## src/inc/fssh_pkg.sv

```systemverilog
// Shared types and constants for the framer side status and host port logic.
// Assumes one system clock; all pins from outside arrive asynchronously.
package fssh_pkg;

  // ==========================================================================
  // Sizes
  localparam int unsigned NPORT  = 8;
  localparam int unsigned ADDR_W = 7;
  localparam int unsigned DATA_W = 8;
  localparam int unsigned NLINE  = 4;

  // ==========================================================================
  // Register map and reset values
  localparam logic [ADDR_W-1:0] ADDR_IO_MODE   = 7'h05;
  localparam logic [ADDR_W-1:0] ADDR_SW_STATUS = 7'h07;
  localparam logic [DATA_W-1:0] IO_MODE_RST    = 8'h00;
  localparam logic [DATA_W-1:0] SW_STATUS_RST  = 8'h00;
  localparam logic [DATA_W-1:0] UNMAPPED_READ  = 8'h00;

  // ==========================================================================
  // Field positions of the I/O mode register
  localparam int unsigned SEL_LSB        = 0;
  localparam int unsigned SEL_MSB        = 1;
  localparam int unsigned BIT_SELECT_POL = 2;
  localparam int unsigned BIT_MARKER_POL = 4;
  localparam int unsigned BIT_HOLD_POL   = 7;

  // ==========================================================================
  // Status line select codes
  localparam logic [1:0] SEL_RX_HEALTH = 2'h0;
  localparam logic [1:0] SEL_TRAFFIC   = 2'h1;
  localparam logic [1:0] SEL_FAULTS    = 2'h2;
  localparam logic [1:0] SEL_SOFTWARE  = 2'h3;

  // ==========================================================================
  // Timing of the host clock against the system clock
  localparam int unsigned SYS_CLK_MHZ      = 200;
  localparam int unsigned HOST_CLK_MIN_MHZ = 8;
  localparam int unsigned HOST_CLK_MAX_MHZ = 50;
  localparam int unsigned HOST_MIN_HALF_NS = 1000 / (2 * HOST_CLK_MAX_MHZ);
  localparam int unsigned HOST_HALF_CYC    = (HOST_MIN_HALF_NS * SYS_CLK_MHZ + 999) / 1000;

  // ==========================================================================
  // Types
  typedef enum logic [1:0] {
    FSSH_ACC_IDLE,
    FSSH_ACC_READ,
    FSSH_ACC_WRITE
  } fssh_acc_t;

  typedef struct packed {
    logic [NPORT-1:0] header_mismatch;
    logic [NPORT-1:0] receive_overflow;
    logic [NPORT-1:0] header_check_corrected;
    logic [NPORT-1:0] idle_cell_seen;
    logic [NPORT-1:0] transmit_overflow;
    logic [NPORT-1:0] header_check_error_seen;
    logic [NPORT-1:0] cell_arrived;
    logic [NPORT-1:0] start_of_cell_fault;
    logic [NPORT-1:0] delineation_lost;
    logic [NPORT-1:0] cell_departed;
    logic [NPORT-1:0] parity_fault;
  } fssh_events_t;

  typedef struct packed {
    logic              clock;
    logic              style;
    logic              select_n;
    logic              dir_or_rd_n;
    logic              as_or_wr_n;
    logic [ADDR_W-1:0] addr;
    logic [DATA_W-1:0] data;
  } fssh_host_pins_t;

  typedef struct packed {
    logic [DATA_W-1:0]           io_mode;
    logic [DATA_W-1:0]           sw_status;
    fssh_acc_t                   acc;
    logic [DATA_W-1:0]           rdata;
    logic                        data_oe;
    logic                        irq_n;
    logic                        hclk_prev;
    logic [NPORT-1:0]            held;
    logic [NPORT-1:0]            marker;
    logic [NPORT-1:0]            select;
    logic [NLINE-1:0][NPORT-1:0] status;
  } fssh_state_t;

endpackage

```

## src/fssh_sync.sv

```systemverilog
// Three-stage synchroniser for a vector of asynchronous pins.
// Assumes the pins are quiet for at least two system clocks around a change.
`timescale 1ns/1ps
module fssh_sync #(
  parameter int unsigned W = 1
) (
  input  wire logic         clk_sys_i,
  input  wire logic         rstn_i,
  input  wire logic [W-1:0] pin_i,
  input  wire logic [W-1:0] rst_val_i,
  output logic      [W-1:0] val_o
);

  // ==========================================================================
  // Stages
  logic [W-1:0] s1_q;
  logic [W-1:0] s2_q;
  logic [W-1:0] s3_q;
  logic [W-1:0] val_q;
  logic         init_q;

  // A bit changes only once the second and third stages agree.
  always_ff @(posedge clk_sys_i or negedge rstn_i) begin
    if (!rstn_i) begin
      s1_q   <= '0;
      s2_q   <= '0;
      s3_q   <= '0;
      val_q  <= '0;
      init_q <= 1'b0;
    end else begin
      s1_q   <= pin_i;
      s2_q   <= s1_q;
      s3_q   <= s2_q;
      init_q <= 1'b1;
      for (int i = 0; i < W; i++) begin
        if (!init_q) begin
          val_q[i] <= rst_val_i[i];
        end else if (s2_q[i] == s3_q[i]) begin
          val_q[i] <= s3_q[i];
        end
      end
    end
  end

  // Idle values stand in for the pins until the stages have been loaded once.
  assign val_o = init_q ? val_q : rst_val_i;

endmodule

```

## src/fssh_status_mux.sv

```systemverilog
// Selects what the four status lines of every port show.
// Assumes all inputs are on the system clock; the result is combinational.
`timescale 1ns/1ps
module fssh_status_mux (
  input  wire logic [1:0]                                    sel_i,
  input  wire logic [fssh_pkg::NPORT-1:0]                    held_i,
  input  wire fssh_pkg::fssh_events_t                        ev_i,
  input  wire logic [fssh_pkg::NLINE-1:0]                    sw_i,
  output logic      [fssh_pkg::NLINE-1:0][fssh_pkg::NPORT-1:0] lines_o
);

  // ==========================================================================
  // Selection
  always_comb begin
    unique case (sel_i)
      fssh_pkg::SEL_RX_HEALTH: begin
        lines_o[3] = held_i;
        lines_o[2] = ev_i.header_check_corrected;
        lines_o[1] = ev_i.header_check_error_seen;
        lines_o[0] = ev_i.delineation_lost;
      end
      fssh_pkg::SEL_TRAFFIC: begin
        lines_o[3] = ev_i.header_mismatch;
        lines_o[2] = ev_i.idle_cell_seen;
        lines_o[1] = ev_i.cell_arrived;
        lines_o[0] = ev_i.cell_departed;
      end
      fssh_pkg::SEL_FAULTS: begin
        lines_o[3] = ev_i.receive_overflow;
        lines_o[2] = ev_i.transmit_overflow;
        lines_o[1] = ev_i.start_of_cell_fault;
        lines_o[0] = ev_i.parity_fault;
      end
      fssh_pkg::SEL_SOFTWARE: begin
        for (int l = 0; l < fssh_pkg::NLINE; l++) begin
          lines_o[l] = {fssh_pkg::NPORT{sw_i[l]}};
        end
      end
    endcase
  end

endmodule

```

## src/fssh_top.sv

```systemverilog
// Framer side pins and host port front end of an eight port cell PHY.
// Assumes the cell core supplies status events on clk_sys_i and that all
// framer and host pins are asynchronous to it.
`timescale 1ns/1ps
module fssh_top (
  input  wire logic                                          clk_sys_i,
  input  wire logic                                          rstn_i,
  input  wire logic [fssh_pkg::NPORT-1:0]                    line_rx_frame_marker_i,
  input  wire logic [fssh_pkg::NPORT-1:0]                    line_rx_hold_in_i,
  input  wire logic [fssh_pkg::NPORT-1:0]                    framed_mode_i,
  input  wire logic [fssh_pkg::NPORT-1:0]                    line_irq_n_i,
  input  wire logic [fssh_pkg::NPORT-1:0]                    irq_forward_en_i,
  input  wire logic [fssh_pkg::NPORT-1:0]                    framer_select_req_i,
  input  wire fssh_pkg::fssh_events_t                        events_i,
  input  wire logic                                          host_clock_i,
  input  wire logic                                          host_bus_style_select_i,
  input  wire logic                                          host_select_n_i,
  input  wire logic                                          host_write_not_read_i,
  input  wire logic                                          host_addr_strobe_n_i,
  input  wire logic [fssh_pkg::ADDR_W-1:0]                   host_addr_i,
  input  wire logic [fssh_pkg::DATA_W-1:0]                   host_data_i,
  output logic      [fssh_pkg::DATA_W-1:0]                   host_data_o,
  output logic                                               host_data_oe_o,
  output logic                                               host_irq_n_o,
  output logic      [fssh_pkg::NPORT-1:0]                    framer_select_out_o,
  output logic      [fssh_pkg::NLINE-1:0][fssh_pkg::NPORT-1:0] port_status_lines_o,
  output logic      [fssh_pkg::NPORT-1:0]                    rx_frame_marker_o,
  output logic      [fssh_pkg::NPORT-1:0]                    receiver_held_o
);

  // ==========================================================================
  // Functions
  function automatic logic [fssh_pkg::NPORT-1:0] fssh_active(
    input logic [fssh_pkg::NPORT-1:0] pin,
    input logic                       pol
  );
    fssh_active = ~(pin ^ {fssh_pkg::NPORT{pol}});
  endfunction

  function automatic logic [fssh_pkg::DATA_W-1:0] fssh_read(
    input logic [fssh_pkg::ADDR_W-1:0] addr,
    input fssh_pkg::fssh_state_t       st
  );
    if (addr == fssh_pkg::ADDR_IO_MODE) begin
      fssh_read = st.io_mode;
    end else if (addr == fssh_pkg::ADDR_SW_STATUS) begin
      fssh_read = st.sw_status;
    end else begin
      fssh_read = fssh_pkg::UNMAPPED_READ;
    end
  endfunction

  // ==========================================================================
  // Pin synchronisers
  fssh_pkg::fssh_host_pins_t host_raw;
  fssh_pkg::fssh_host_pins_t host_s;
  fssh_pkg::fssh_host_pins_t host_rst;
  logic [fssh_pkg::NPORT-1:0] marker_s;
  logic [fssh_pkg::NPORT-1:0] hold_s;
  logic [fssh_pkg::NPORT-1:0] irq_s;
  logic [3*fssh_pkg::NPORT-1:0] line_s;

  always_comb begin
    host_raw.clock       = host_clock_i;
    host_raw.style       = host_bus_style_select_i;
    host_raw.select_n    = host_select_n_i;
    host_raw.dir_or_rd_n = host_write_not_read_i;
    host_raw.as_or_wr_n  = host_addr_strobe_n_i;
    host_raw.addr        = host_addr_i;
    host_raw.data        = host_data_i;
    host_rst             = '0;
    host_rst.select_n    = 1'b1;
    host_rst.dir_or_rd_n = 1'b1;
    host_rst.as_or_wr_n  = 1'b1;
  end

  fssh_sync #(
    .W ($bits(fssh_pkg::fssh_host_pins_t))
  ) u_host_sync (
    .clk_sys_i (clk_sys_i),
    .rstn_i    (rstn_i),
    .pin_i     (host_raw),
    .rst_val_i (host_rst),
    .val_o     (host_s)
  );

  fssh_sync #(
    .W (3 * fssh_pkg::NPORT)
  ) u_line_sync (
    .clk_sys_i (clk_sys_i),
    .rstn_i    (rstn_i),
    .pin_i     ({line_rx_frame_marker_i, line_rx_hold_in_i, line_irq_n_i}),
    .rst_val_i ({3*fssh_pkg::NPORT{1'b1}}),
    .val_o     (line_s)
  );

  assign marker_s = line_s[3*fssh_pkg::NPORT-1:2*fssh_pkg::NPORT];
  assign hold_s   = line_s[2*fssh_pkg::NPORT-1:fssh_pkg::NPORT];
  assign irq_s    = line_s[fssh_pkg::NPORT-1:0];

  // ==========================================================================
  // State and status selection
  fssh_pkg::fssh_state_t q;
  fssh_pkg::fssh_state_t d;
  logic [fssh_pkg::NLINE-1:0][fssh_pkg::NPORT-1:0] mux_lines;
  logic [fssh_pkg::NPORT-1:0] held_now;
  logic                       hclk_rise;
  logic                       rd_req;
  logic                       wr_req;
  logic [fssh_pkg::NPORT-1:0] svc_req;

  assign held_now  = fssh_active(hold_s, q.io_mode[fssh_pkg::BIT_HOLD_POL]);
  assign hclk_rise = host_s.clock & ~q.hclk_prev;
  assign svc_req   = ~irq_s;

  fssh_status_mux u_status_mux (
    .sel_i   (q.io_mode[fssh_pkg::SEL_MSB:fssh_pkg::SEL_LSB]),
    .held_i  (q.held),
    .ev_i    (events_i),
    .sw_i    (q.sw_status[fssh_pkg::NLINE-1:0]),
    .lines_o (mux_lines)
  );

  // ==========================================================================
  // Host access decode
  always_comb begin
    rd_req = 1'b0;
    wr_req = 1'b0;
    if (!host_s.select_n) begin
      if (host_s.style) begin
        rd_req = !host_s.as_or_wr_n && !host_s.dir_or_rd_n;
        wr_req = !host_s.as_or_wr_n && host_s.dir_or_rd_n;
      end else begin
        rd_req = !host_s.dir_or_rd_n && host_s.as_or_wr_n;
        wr_req = !host_s.as_or_wr_n && host_s.dir_or_rd_n;
      end
    end
  end

  // ==========================================================================
  // Next state
  always_comb begin
    d           = q;
    d.hclk_prev = host_s.clock;
    d.held      = held_now;
    d.marker    = fssh_active(marker_s, q.io_mode[fssh_pkg::BIT_MARKER_POL])
                  & framed_mode_i & ~held_now;
    d.select    = fssh_active(framer_select_req_i,
                              q.io_mode[fssh_pkg::BIT_SELECT_POL]);
    d.status    = mux_lines;
    if (hclk_rise) begin
      d.irq_n = ~|(svc_req & irq_forward_en_i);
      if (wr_req) begin
        d.acc     = fssh_pkg::FSSH_ACC_WRITE;
        d.data_oe = 1'b0;
        if (host_s.addr == fssh_pkg::ADDR_IO_MODE) begin
          d.io_mode = host_s.data;
        end else if (host_s.addr == fssh_pkg::ADDR_SW_STATUS) begin
          d.sw_status = host_s.data;
        end
      end else if (rd_req) begin
        d.acc     = fssh_pkg::FSSH_ACC_READ;
        d.rdata   = fssh_read(host_s.addr, q);
        d.data_oe = 1'b1;
      end else begin
        d.acc     = fssh_pkg::FSSH_ACC_IDLE;
        d.data_oe = 1'b0;
      end
    end
    if (host_s.select_n) begin
      d.acc     = fssh_pkg::FSSH_ACC_IDLE;
      d.data_oe = 1'b0;
    end
  end

  // ==========================================================================
  // State register
  always_ff @(posedge clk_sys_i or negedge rstn_i) begin
    if (!rstn_i) begin
      q           <= '0;
      q.io_mode   <= fssh_pkg::IO_MODE_RST;
      q.sw_status <= fssh_pkg::SW_STATUS_RST;
      q.acc       <= fssh_pkg::FSSH_ACC_IDLE;
      q.irq_n     <= 1'b1;
      q.hclk_prev <= 1'b0;
      q.select    <= '1;
    end else begin
      q <= d;
    end
  end

  assign host_data_o         = q.rdata;
  assign host_data_oe_o      = q.data_oe;
  assign host_irq_n_o        = q.irq_n;
  assign framer_select_out_o = q.select;
  assign port_status_lines_o = q.status;
  assign rx_frame_marker_o   = q.marker;
  assign receiver_held_o     = q.held;
endmodule

```

## config.mk

```make
export PLATFORM = sky130hd
export DESIGN_NAME = fssh_top
export DESIGN_NICKNAME = d
export VERILOG_FILES = /design/src/inc/fssh_pkg.sv /design/src/fssh_sync.sv /design/src/fssh_status_mux.sv /design/src/fssh_top.sv
export SDC_FILE = /design/constraint.sdc
export NUM_CORES = 1
export LEC_CHECK = 0
export ABC_AREA = 1
export ABC_CLOCK_PERIOD_IN_PS = 2600
export BUFFER_PORTS_ARGS = -buffer_cell sky130_fd_sc_hd__buf_2
export CAP_MARGIN = 10
export CORE_ASPECT_RATIO = 2
export CORE_UTILIZATION = 45
export CTS_CLUSTER_SIZE = 24
export DETAILED_ROUTE_END_ITERATION = 16
export PLACE_DENSITY = 0.67
export SETUP_SLACK_MARGIN = 0.3
export SLEW_MARGIN = 20
export SYNTH_ARGS = -nofsm -noshare
export SYNTH_HDL_FRONTEND = slang
export SYNTH_HIERARCHICAL = 1
export SYNTH_SLANG_ARGS = --single-unit
```

## constraint.sdc

```tcl
create_clock -name clk_sys_i -period 2.6 [get_ports clk_sys_i]
set_input_delay 0.52 -clock clk_sys_i [delete_from_list [all_inputs] [get_ports clk_sys_i]]
set_output_delay 0.52 -clock clk_sys_i [all_outputs]
set_load 0.01 [all_outputs]
```

==> run_results.csv <==
group,metric,value,unit
global_routing,grt_remaining_overflow,0,
critical_path,endpoint_kind,"flip-flop",
global_routing,antenna_found_initial,0,
route,drc,0,
placement,dp.final_hpwl,16600,µm
clock_tree,clock-sinks,261,
route,routed_wl,23700,µm
critical_path,arrival,2350,ps
yosys,synth.distinct_cells,25,
route,vias_per_cell,4.51,
global_routing,grt_pass1_vias,8010,
critical_path,timing.critical_path.mode_cell,"nand2_1",
critical_path,critPathMaxStageDelay,640,ps
global_routing,grt_first_pass_wirelength,38500,µm
global_routing,grt_use_met1,20.9,%
timing,rsz0062_at_grt,"no",
clock_tree,path_clk_slew,70,ps
critical_path,crit_fanout,20,
worst_hold_path,min_path_type,"in2reg",
pwr,p_comb_share,9.5,%
placement,port_buffers,223,
clock_tree,cts_tree,"done",
pwr,p_seq_share,48.9,%
timing,clock.fmax,0.518,GHz
pwr,internal-power,6900,µW
timing,setup_slack,669,ps
timing,finClkSkew,8.71,ps
timing,tightest_slew,737,ps
yosys,ys_warn_count,6,
critical_path,critPathBufInv,2,
pwr,power.density,678,mW/mm²
route,dr.pass1.iters,4,
route,vias,8387,
floorplanning,pin_count,224,
yosys,mappedNetlistArea,0.0114,mm²
yosys,synth_edf_count,0,
clock_tree,clk_path_buf_depth,3,
pwr,p_leak,0.00775,µW
finish,drive_gt1_share,21.6,%
pwr,swShare,24.0,%
global_routing,grt_max_degree,68,
critical_path,path_class,"reg2reg",
critical_path,critPathRequiredTime,3020,ps
clock_tree,clkLatencyLatePin,530,ps
floorplanning,rows,82,
floorplanning,initial_core_util,45.6,%
clock_tree,cts_buffers,24,
critical_path,crit_chain,"inv_4 > nand2_2 > nand2_1 > inv_1 > nand2_1 > nor2_8 > nand3_4 > nand2_1 > nand2_1",
floorplanning,dieArea,0.0260,mm²
finish,area_growth,17.3,%
critical_path,critPathTopFamily,"simple AND/OR/NAND/NOR gates",
pwr,switching_power,2180,µW
yosys,synthArstFlopShare,100,%
finish,antenna_cells,0,
route,dr.first_iter.drc_count,304,
finish,nets,1663,
clock_tree,clock-root-buffer,"clkbuf_16",
global_routing,top_usage_layer,"met2",
timing,hold_viol,0,
floorplanning,fp.dieH,227,µm
yosys,ys_seq_area_share,57.3,%
global_routing,grtUsageTotal,18.8,%
floorplanning,core_area,0.0250,mm²
yosys,yosys_register_bits,261,
route,ant_nets,0,
yosys,synth_flop_cell,"dfrtp_1",
timing,finalSetupViolations,0,
finish,fill_cells,2390,
timing,period_needed,1930,ps
timing,slew_headroom,50.8,%
placement,pre_cts_ws,660,ps
yosys,syn-mean-instance-area,8.77,µm²
critical_path,startpoint_type,"flip-flop",
yosys,synthCells,1301,
floorplanning,die_x,115,µm
global_routing,use_met3,2.88,%
timing,maxSlewViolCount,0,
global_routing,use_met2,35.4,%
run_status,status,"completed",
timing,period_share,74.3,%
timing,fin_tns_setup,0,ps
clock_tree,cts_resized,0,
pwr,clockPowerShare,41.7,%
pwr,ir_worst_vdd,0.000613,V
job,cap_violations,0,
route,wl_per_cell,12.7,µm
clock_tree,h-tree-depth,1,
placement,gp_congestion,0.775,
critical_path,cp_slowest_cell,"dfrtp_1",
==> layer usage <==
metal / routed length, µm / vias up
li1: - / 4259
met1: 9170 / 3857
met2: 12600 / 229
met3: 1230 / 42
met4: 709 / 0
met5: 0 / -
==> per-stage QoR <==
stage	cell area, µm²	util (%)	total power (µW)	instances	hold slack [ps]
floorplan	11600	-	5070	1343	224
global placement	12500	50.0	5350	1814	331
detailed placement	12500	50.0	5380	1814	335
CTS	13400	53.5	9220	1859	63.5
global route	13400	53.5	9500	1859	71.9
finish	13400	53.5	9070	1859	96.2
==> worst paths after layout <==
check | startpoint | endpoint | slack (ps) | cells past startpoint
setup / recovery | u_host_sync/init_q | q[77] | 670 | 9
hold / removal | line_rx_frame_marker_i[3] | u_line_sync/s1_q[19] | 100 | 1
setup reg to reg | u_host_sync/init_q | q[77] | 670 | 9
hold reg to reg | u_host_sync/s1_q[0] | u_host_sync/s2_q[0] | 340 | 0
max in group asynchronous | rstn_i | framer_select_out_o[7] | 1340 | 3
min in group asynchronous | rstn_i | port_status_lines_o[26] | 490 | 2
==> cells in the mapped netlist, types with 4 or more instances <==
library cell | number | area [µm²]
conb_1 | 4 | 15.0
dfrtp_1 | 252 | 6310
nand2_1 | 419 | 1570
nand4_1 | 33 | 206
inv_1 | 220 | 826
nand2_2 | 23 | 144
nor2_8 | 4 | 80.1
nand3_1 | 183 | 916
nor2_1 | 10 | 37.5
dfstp_2 | 9 | 236
buf_4 | 70 | 526
buf_6 | 6 | 67.6
nor3_1 | 7 | 35.0
buf_2 | 21 | 105
xnor2_1 | 16 | 140
inv_2 | 6 | 22.5
==> flip-flops by register name, summed over array words and instances (netlist names), 17 cells and up <==
name and count:
u_host_sync/s2_q 20, u_line_sync/s3_q 24, port_status_lines_o 32, u_host_sync/s1_q 20
u_line_sync/val_q 24, u_host_sync/val_q 20, u_line_sync/s1_q 24, q 17
u_host_sync/s3_q 20, u_line_sync/s2_q 24
==> cells in the final DEF (no fill, tap or decap), types with 2 or more instances in the layout <==
master     instances
clkbuf_16         25
nand2_4            3
conb_1            46
nor2_1             9
nor2_2             4
nand4_1           33
clkbuf_1           3
clkinv_2           5
bufinv_16          3
nand3_1          183
dfrtp_1          252
o21ai_0            2
buf_12             4
clkbuf_8           7
nand2_2           23
buf_2            222
dfstp_2            9
nor2_8             4
inv_1            220
nor3_1             7
buf_4              7
o22ai_1            2
xnor2_1           16
inv_2              6
nand2_1          419
nor2_4             3
==> power by group through the flow <==
stage	Combinational [µW]	Clock [µW]	Sequential, µW
after floorplan	597	0	4470
after CTS	875	3910	4440
final	858	3780	4430
after detailed placement	866	0	4510
after global routing	992	4050	4460
after global placement	848	0	4500
==> cells by family (layout without fill, tap and decap cells) <==
group	Yosys count	count (layout)	synth area share [%]
xor+xnor	16	16	1.23
simple gates	689	689	27.1
flops	261	261	57.3
other cells	4	46	0.131
compound gates	5	5	0.263
buf+inv	326	506	14.0
==> worst reg2reg max path, delay by kind of cell (launching register included) <==
kind / cells / cell delay, ps
and+or+nand+nor: 7 / 850
DFF: 1 / 640
buffers and inverters: 2 / 340
==> layout make-up <==
type	count	area (µm²)	share of cell area, %
clock buffer	35	733	5.48
clock inverter	9	126	0.944
inverter	227	855	6.38
multi-input combinational	756	3440	25.7
sequential	261	6540	48.9
tap	336	420	3.14
timing repair buffer	235	1270	9.48
==> what timing repair did <==
action	CTS	global route
endpoints found under the hold margin	37	0
setup buffers	0	0
hold buffers	1	0
setup endpoints to repair	0	0
No activity file was read; power rests on OpenSTA's default activity.
